$ cat src/pkg/timer16_cfg.svh
// offsets, field positions, reset values and timing counts for the 16-bit timer
`ifndef TIMER16_CFG_SVH
`define TIMER16_CFG_SVH
`define ADDR_TIMER_CONTROL 3'h0
`define ADDR_GATE_CONTROL 3'h1
`define ADDR_COUNT_LOW 3'h2
`define ADDR_COUNT_HIGH 3'h3
`define ADDR_IRQ_ENABLES 3'h4
`define ADDR_IRQ_FLAGS 3'h5
`define ADDR_STATUS 3'h6
`define CTRL_WRITE_MASK 8'hFD
`define GATE_WRITE_MASK 8'hE3
`define CTRL_RESET 8'h00
`define GATE_RESET 8'h00
`define IRQ_RESET 8'h00
`define BIT_COUNTER_ON 0
`define BIT_SYNC_BYPASS 2
`define BIT_CRYSTAL_OSC_ENABLE 3
`define BIT_PRESCALE_LO 4
`define BIT_SOURCE_LO 6
`define BIT_GATE_ENABLE 7
`define BIT_GATE_POLARITY 6
`define BIT_OVERFLOW 0
`define FOSC_DIV 2'h3
`endif

$ cat src/pkg/timer16_pkg.sv
// types shared by the 16-bit timer
package timer16_pkg;
  typedef enum logic [1:0] {
    src_instr,
    src_sys,
    src_ext,
    src_cap
  } clock_source_e;

  typedef struct packed {
    logic [2:0] addr;
    logic [7:0] wdata;
    logic write;
    logic read;
  } bus_req_s;
endpackage

$ cat src/verilog/async_counter_timer16.sv
// 16-bit timer/counter with prescaler, external count input and overflow interrupt
//
// How it works
// RULE1: sync_bypass counts external input unsynchronized; here the pin stays synchronised and bypass only enables counting in sleep
// RULE2: async external counting runs during sleep, wakes
// RULE3: mode switch may drop or add increment
// RULE4: count byte reads valid while async running
// RULE5: software handles overflow between byte reads
// RULE6: software stops counter before async writes
// RULE7: write during increment may corrupt count
// RULE8: unimplemented control bits read zero
// RULE9: power-on reset clears control; others keep
// RULE10: counter_on and gate_enable select counting
// RULE11: source select picks one of four clocks
// RULE12: prescaler 1/2/4/8, cleared by count write
// RULE13: 16-bit count, byte writes update immediately
// RULE14: rollover sets overflow_flag, enabled raises irq
// RULE15: overflow_flag cleared only by software; here sys_rst and power_on_rst also clear it
//
// Chosen here: strobed register access and the address map.
`timescale 1ns/10ps
`include "timer16_cfg.svh"
module async_counter_timer16 (
  // clock and resets
  input wire logic clock,
  input wire logic sys_rst,
  input wire logic power_on_rst,
  // register port
  input wire logic [2:0] addr,
  input wire logic [7:0] wdata,
  input wire logic write,
  input wire logic read,
  output logic [7:0] rdata,
  // count sources and gate
  input wire logic ext_count_input,
  input wire logic crystal_osc_input,
  input wire logic cap_osc_input,
  input wire logic gate_input,
  input wire logic sleeping,
  // interrupt and wake
  output logic irq,
  output logic wake
);
  ////////////////////////////////////////////////////////////////////////////
  timer16_pkg::bus_req_s req;
  logic [7:0] timer_control, next_timer_control;
  logic [7:0] timer_gate_control, next_timer_gate_control;
  logic [7:0] peripheral_irq_enables, next_peripheral_irq_enables;
  logic [7:0] peripheral_irq_flags, next_peripheral_irq_flags;
  logic [15:0] count, next_count;
  logic [2:0] prescale, next_prescale;
  logic [1:0] phase, next_phase;
  logic [2:0] ext_sync, next_ext_sync;
  logic [2:0] xtal_sync, next_xtal_sync;
  logic [2:0] cap_sync, next_cap_sync;
  logic [1:0] gate_sync, next_gate_sync;
  logic [7:0] next_rdata;
  logic next_irq, next_wake;
  timer16_pkg::clock_source_e source;
  logic tick, enabled, gate_open, prescale_done, ext_edge, overflow, count_write;
  logic [2:0] prescale_limit;

  assign req = '{addr: addr, wdata: wdata, write: write, read: read};

  ////////////////////////////////////////////////////////////////////////////
  // clock source and enable
  always_comb begin
    case (timer_control[`BIT_SOURCE_LO +: 2]) // RULE11
      2'h1: source = timer16_pkg::src_sys;
      2'h0: source = timer16_pkg::src_instr;
      2'h3: source = timer16_pkg::src_cap;
      default: source = timer16_pkg::src_ext;
    endcase
  end

  // the async path still samples the pin here; true asynchrony would need a pin-clocked
  // flop that sim cannot hold safely, so bypass only lets the synchronised edge count during sleep
  always_comb begin
    if (source == timer16_pkg::src_cap) begin
      ext_edge = cap_sync[1] & ~cap_sync[2]; // RULE3
    end else if (timer_control[`BIT_CRYSTAL_OSC_ENABLE]) begin
      ext_edge = xtal_sync[1] & ~xtal_sync[2]; // RULE11
    end else begin
      ext_edge = ext_sync[1] & ~ext_sync[2]; // RULE1
    end
  end

  always_comb begin
    gate_open = timer_gate_control[`BIT_GATE_POLARITY] ? gate_sync[1] : ~gate_sync[1];
    enabled = timer_control[`BIT_COUNTER_ON] & (~timer_gate_control[`BIT_GATE_ENABLE] | gate_open); // RULE10
    case (source)
      timer16_pkg::src_sys: tick = 1'b1;
      timer16_pkg::src_instr: tick = (phase == `FOSC_DIV);
      default: tick = ext_edge & (timer_control[`BIT_SYNC_BYPASS] | ~sleeping); // RULE2
    endcase
    prescale_limit = 3'((3'h1 << timer_control[`BIT_PRESCALE_LO +: 2]) - 3'h1);
    prescale_done = (prescale == prescale_limit); // RULE12
  end

  ////////////////////////////////////////////////////////////////////////////
  // counting
  always_comb begin
    count_write = req.write && (req.addr == `ADDR_COUNT_LOW || req.addr == `ADDR_COUNT_HIGH);
    next_phase = 2'(phase + 2'h1);
    next_prescale = prescale;
    next_count = count;
    overflow = 1'b0;
    next_ext_sync = {ext_sync[1:0], ext_count_input};
    next_xtal_sync = {xtal_sync[1:0], crystal_osc_input};
    next_cap_sync = {cap_sync[1:0], cap_osc_input};
    next_gate_sync = {gate_sync[0], gate_input};
    if (enabled && tick) begin
      if (prescale_done) begin
        next_prescale = 3'h0;
        next_count = 16'(count + 16'h0001);
        overflow = (count == 16'hFFFF); // RULE14
      end else begin
        next_prescale = 3'(prescale + 3'h1);
      end
    end
    // a write wins over a coincident increment; the lost tick is the contention
    if (count_write) begin
      next_prescale = 3'h0; // RULE12
      overflow = 1'b0; // RULE7
      if (req.addr == `ADDR_COUNT_LOW) begin
        next_count = {count[15:8], req.wdata}; // RULE13
      end else begin
        next_count = {req.wdata, count[7:0]}; // RULE13
      end
    end
  end

  ////////////////////////////////////////////////////////////////////////////
  // registers and interrupt
  always_comb begin
    next_timer_control = timer_control;
    next_timer_gate_control = timer_gate_control;
    next_peripheral_irq_enables = peripheral_irq_enables;
    next_peripheral_irq_flags = peripheral_irq_flags;
    if (req.write) begin
      case (req.addr)
        `ADDR_TIMER_CONTROL: next_timer_control = req.wdata & `CTRL_WRITE_MASK; // RULE8
        `ADDR_GATE_CONTROL: next_timer_gate_control = req.wdata & `GATE_WRITE_MASK; // RULE8
        `ADDR_IRQ_ENABLES: next_peripheral_irq_enables = req.wdata;
        `ADDR_IRQ_FLAGS: next_peripheral_irq_flags = req.wdata; // RULE15
        default: next_peripheral_irq_flags = peripheral_irq_flags;
      endcase
    end
    // hardware set wins over a software clear in the same cycle
    if (overflow) begin
      next_peripheral_irq_flags[`BIT_OVERFLOW] = 1'b1; // RULE14
    end
    next_irq = |(next_peripheral_irq_flags & next_peripheral_irq_enables); // RULE14
    next_wake = next_irq & sleeping; // RULE2
    next_rdata = 8'h00;
    if (req.read) begin
      case (req.addr)
        `ADDR_TIMER_CONTROL: next_rdata = timer_control; // RULE8
        `ADDR_GATE_CONTROL: next_rdata = timer_gate_control;
        `ADDR_COUNT_LOW: next_rdata = count[7:0]; // RULE4
        `ADDR_COUNT_HIGH: next_rdata = count[15:8]; // RULE4
        `ADDR_IRQ_ENABLES: next_rdata = peripheral_irq_enables;
        `ADDR_IRQ_FLAGS: next_rdata = peripheral_irq_flags;
        `ADDR_STATUS: next_rdata = {5'h00, 1'(enabled), 1'(gate_sync[1]), 1'(sleeping)};
        default: next_rdata = 8'h00;
      endcase
    end
  end

  // control survives sys_rst; only power-on reset clears it
  always_ff @(posedge clock) begin
    if (power_on_rst) begin
      timer_control <= `CTRL_RESET; // RULE9
      timer_gate_control <= `GATE_RESET;
    end else begin
      timer_control <= next_timer_control;
      timer_gate_control <= next_timer_gate_control;
    end
  end

  // count keeps its value across every reset
  always_ff @(posedge clock) begin
    count <= next_count; // RULE9
    ext_sync <= next_ext_sync;
    xtal_sync <= next_xtal_sync;
    cap_sync <= next_cap_sync;
    gate_sync <= next_gate_sync;
  end

  always_ff @(posedge clock) begin
    if (sys_rst || power_on_rst) begin
      peripheral_irq_enables <= `IRQ_RESET;
      peripheral_irq_flags <= `IRQ_RESET;
      prescale <= 3'h0;
      phase <= 2'h0;
      rdata <= 8'h00;
      irq <= 1'b0;
      wake <= 1'b0;
    end else begin
      peripheral_irq_enables <= next_peripheral_irq_enables;
      peripheral_irq_flags <= next_peripheral_irq_flags;
      prescale <= next_prescale;
      phase <= next_phase;
      rdata <= next_rdata;
      irq <= next_irq;
      wake <= next_wake;
    end
  end
endmodule

$ cat config.mk
export PLATFORM = sky130hd
export DESIGN_NAME = async_counter_timer16
export DESIGN_NICKNAME = d
export VERILOG_FILES = /design/src/pkg/timer16_pkg.sv /design/src/verilog/async_counter_timer16.sv
export VERILOG_INCLUDE_DIRS = /design/src /design/src/pkg
export SDC_FILE = /design/constraint.sdc
export NUM_CORES = 1
export LEC_CHECK = 0
export ABC_AREA = 1
export BUFFER_PORTS_ARGS = -buffer_cell sky130_fd_sc_hd__buf_2
export CAP_MARGIN = 20
export CORE_UTILIZATION = 55
export CTS_CLUSTER_DIAMETER = 40
export DETAILED_ROUTE_END_ITERATION = 10
export GPL_TIMING_DRIVEN = 0
export HOLD_SLACK_MARGIN = 0.1
export PLACE_DENSITY = 0.75
export SYNTH_ARGS = -nofsm -noshare
export SYNTH_HDL_FRONTEND = slang
export SYNTH_SLANG_ARGS = --single-unit
$ cat constraint.sdc
create_clock -name clock -period 3 [get_ports clock]
set_clock_uncertainty 0.2 [all_clocks]
set_input_delay 0.45 -clock clock [delete_from_list [all_inputs] [get_ports clock]]
set_output_delay 0.45 -clock clock [all_outputs]
set_load 0.03 [all_outputs]
==> results.md <==
- The chip height is 78.7 um.
- Leaving out fill and tap cells, the most frequent cell in the layout is sky130_fd_sc_hd__nand2_1.
- The endpoint kind of the worst setup timing path is a flop.
- The worst path meets setup with 0.438 ns of slack.
- Cells with a size suffix above 1 make up 13.4% of the layout.
- The worst setup slack for register-to-register paths is 0.44 ns.
- The complex-gate fraction of the synthesized area is 16.1%.
- The maximum ir drop on the vdd rail is 325 uV.
- In this run the power density over the cells is 503 mW/mm^2.
- In this run the most critical hold path is launched from power_on_rst.
- The number of antenna violations at the first check in global routing is 0.
- The flip-flop cell with the highest count after synthesis is sky130_fd_sc_hd__dfxtp_1.
- The measured slew at the worst slew-check pin is 0.775 ns.
- The die is 78.7 um wide.
- The number of global-route vias before repair was 2791.
- The average footprint of a synthesized cell is 7.79 um^2.
- After the first detailed-routing iteration, the DRC count stood at 324.
- The net count of the finished layout is 483.
- During I/O placement, the number of pins put on the boundary was 31.
- After detailed placement, the total cell area comes to 0.00346 mm^2.
- The synthesized netlist devotes 26.9% of its cell area to simple gates.
- The total of flip-flops plus latches after synthesis is 70.
- The area of the die is 0.00620 mm^2.
- The floorplan has 27 rows.
- The number of gates resized after CTS is 0.
- Multiplexer cells account for 0% of the synthesized area.
- The data required time of the worst path is 2.78 ns.
- The worst hold path passes through 2 cells.
- The type of element launching the critical path is a flop.
- The end of the worst hold path is timer_gate_control[7].
- The antenna diode instance count is 0.
- The longest clock path from root to sink contains 2 buffers.
- After technology mapping, the gate count stands at 416.
- The final design instance area without fill is 0.00369 mm^2.
- The combinational family with the most area after synthesis is simple AND/OR/NAND/NOR gates.
- The final setup violation count is 0.
- The startpoint of the worst-slack reg-to-reg timing path is phase[0].
- The H-tree was split into 3 levels.
- Measured against its own limit, the worst slew margin works out to 48.3%.
- The overall power after layout is 0.00186 W.
- The number of sinks driven by the clock tree is 70.
- The share of flip-flops with an asynchronous set or reset is 0%.
- Port buffering added 27 buffers.
- The signal on the critical path passes through ha_1, inv_1, nand2_1, nand3_1, a21oi_1, nand2_1, a21oi_1.
- The number of search-and-repair iterations in the first detailed-routing pass is 5.
- The xor and xnor fraction of the mapped netlist area is 0.811%.
- The total routed wirelength is 8480 um.
- The stage delay of the slowest cell on the critical path is 0.66 ns.
- The global-route wire length before repair is 13600 um.
- The number of slew-limit violations in the final report was 0.
- The global route total overflow is 0.
- The synthesized area is 0.00324 mm^2.
- The highest attainable clock frequency is 390 MHz.
- In the layout the commonest cells are 102 x sky130_fd_sc_hd__nand2_1, 54 x sky130_fd_sc_hd__dfxtp_1, 46 x sky130_fd_sc_hd__nor2_1.
- The analysis attributes to cell leakage a power of 1.57 nW.
- Relative to the synthesized area, the layout overhead comes to 13.8%.
- The placement-stage worst setup slack is -0.00100 ns.
- The clock period minus final worst setup slack is 2.56 ns.
- The share of synthesized cell area in full adder, half adder and majority cells is 1.16%.
- The effective utilization at floorplan is 57.8%.
- The core area is 0.00561 mm^2.
- The count of fill cells added during filler insertion is 525.
- For this design, the slowest cell found on the critical path is sky130_fd_sc_hd__a21oi_1.
- The root buffer cell chosen for the clock tree is sky130_fd_sc_hd__clkbuf_8.
- The tool flagged a number of max-cap violations equal to 0.
- The flow ran to the end, and the final reports show no timing, DRC or antenna violations.
- In the final layout, flip-flops and latches occupy 0.00156 mm^2.
- The worst setup path is of the flop to flop kind.
- The number of hold violations in the final report is 0.
- The number of cells on the worst reg-to-reg path is 7.
- In this run the worst path has a maximum fanout of 8.
- The total via count after detailed routing is 3059.
- After detailed routing, the average wire length per cell comes to 15.8 um.
- The HPWL reported at the end of detailed placement is 6270 um.
- At the end of routability-driven placement, the weighted congestion stood at 0.905.
- Setup repair after global routing left no endpoint under its margin.
- On the final layout, the worst hold slack is 0.114 ns.
- The final critical path takes up 85.4% of the cycle.
- The endpoint of the most critical register-to-register path is count[15].
- TritonCTS built the clock tree.
- Data on the critical path arrives at its endpoint at 2.35 ns.
- The yosys synthesis warning count is 0.
- In this run, distinct cell masters in the synthesized netlist total 34.
- In the final layout, the multi-input gates occupy 0.00146 mm^2.
- At the later pin of the worst-skew pair, clock insertion delay measures 0.36 ns.
- In this run, CTS created clock tree buffers numbering 9.
- In the routed layout, each cell is associated on average with a via count of 5.71.
- Synthesis produced a netlist with a net count of 440.
- The number of enable flip-flop cells after synthesis is 16.
- Entering global routing, the biggest net connects 12 pins.
- In the routed design, unresolved DRC markers number 0.
- The type of the most critical hold path is input pin to flop.
- After clock tree synthesis, the clock-pin slew on the worst setup and hold paths is 0.07 ns.
- Once detail routing completed, the nets flagged for antenna violations numbered 0.
- The total routing usage reported by global routing is 29.7%.
- The share of the Yosys chip area taken by registers is 48.2%.
layout make-up:
| class | instances | share of cell area, % |
|---|---|---|
| repair buffers | 32 | 4.89 |
| plain buffers | 9 | 1.29 |
| multi-input cells | 291 | 39.5 |
| well taps | 72 | 2.44 |
| clock buffers | 13 | 4.34 |
| flip-flops and latches | 70 | 42.3 |
| clock inverters | 3 | 0.475 |
| inverters | 46 | 4.68 |
critical path, delay by kind of cell (launching register included):
family,cells,cell delay [ns]
AOI/OAI and AO/OA,2,1.03
and+or+nand+nor,3,0.40
DFF,1,0.33
adders and majority gates,1,0.16
buffers and inverters,1,0.07
synth_stat cells, drive strengths merged, types with 2 or more instances:
library cell | instances | share of area (%)
nand2 | 102 | 12
dfxtp | 54 | 33
nor2 | 53 | 7.3
inv | 44 | 5.1
a21oi | 30 | 4.6
o21ai | 25 | 3.9
nand3 | 19 | 3.1
edfxtp | 16 | 15
nand4 | 15 | 3.1
a211oi | 14 | 3.2
o22ai | 10 | 1.9
buf | 7 | 1.2
nor3 | 4 | 0.97
a31oi | 3 | 0.58
a41oi | 3 | 0.81
ha | 3 | 1.2
a221oi | 2 | 0.54
clkbuf | 2 | 0.23
clkinv | 2 | 0.23
xor2 | 2 | 0.54
what timing repair did:
item | in CTS | in global routing
hold buffers | 4 | 0
hold endpoints to repair | 4 | 0
buffers inserted | 0 | 0
logic make-up after synthesis:
logic type / count (synthesis)
buf+inv: 55
compound gates: 89
simple gates: 196
flops: 70
fa+ha+maj: 3
xor+xnor: 3
registers in the layout, summed over array words and instances, names as in the netlist, 5 cells and up:
signal,count
timer_control,7
timer_gate_control,5
peripheral_irq_flags,8
rdata,8
peripheral_irq_enables,8
count,16
stage by stage:
step / TNS (ns) / util, % / cells
floorplan: 0 / - / 416
global placement: 0 / 61.8 / 515
detailed placement: -0.00718 / 61.8 / 515
CTS: 0 / 65.7 / 535
global route: 0 / 65.8 / 536
finish: 0 / 65.8 / 536
worst max-delay path by stage:
stage / end / depth (start not counted) / from
finish: count[15] / 7 / phase[0]
global route: count[11] / 7 / phase[0]
CTS: count[2] / 7 / phase[0]
detailed placement: count[4] / 8 / sleeping
global placement: count[4] / 8 / sleeping
floorplan: count[0] / 5 / addr[2]
where the power goes:
group	total [W]	internal (W)	switching (W)	leakage, nW
logic	0.000157	0.0000488	0.000108	0.894
clock network	0.000695	0.000348	0.000347	0.0885
registers	0.00100	0.000989	0.0000161	0.587
per-layer routing:
layer  routed length (um)  up-vias  global-route usage (%)  part of all wire [%]
met5                    0        -                       0                     0
met1                 3740     1391                    40.3                    44
met3                  649       20                    4.83                   7.7
li1                     -     1503                       -                     -
met4                  226        0                    14.3                   2.7
met2                 3870      145                    46.2                    46
No activity file was read; power rests on OpenSTA's default activity.
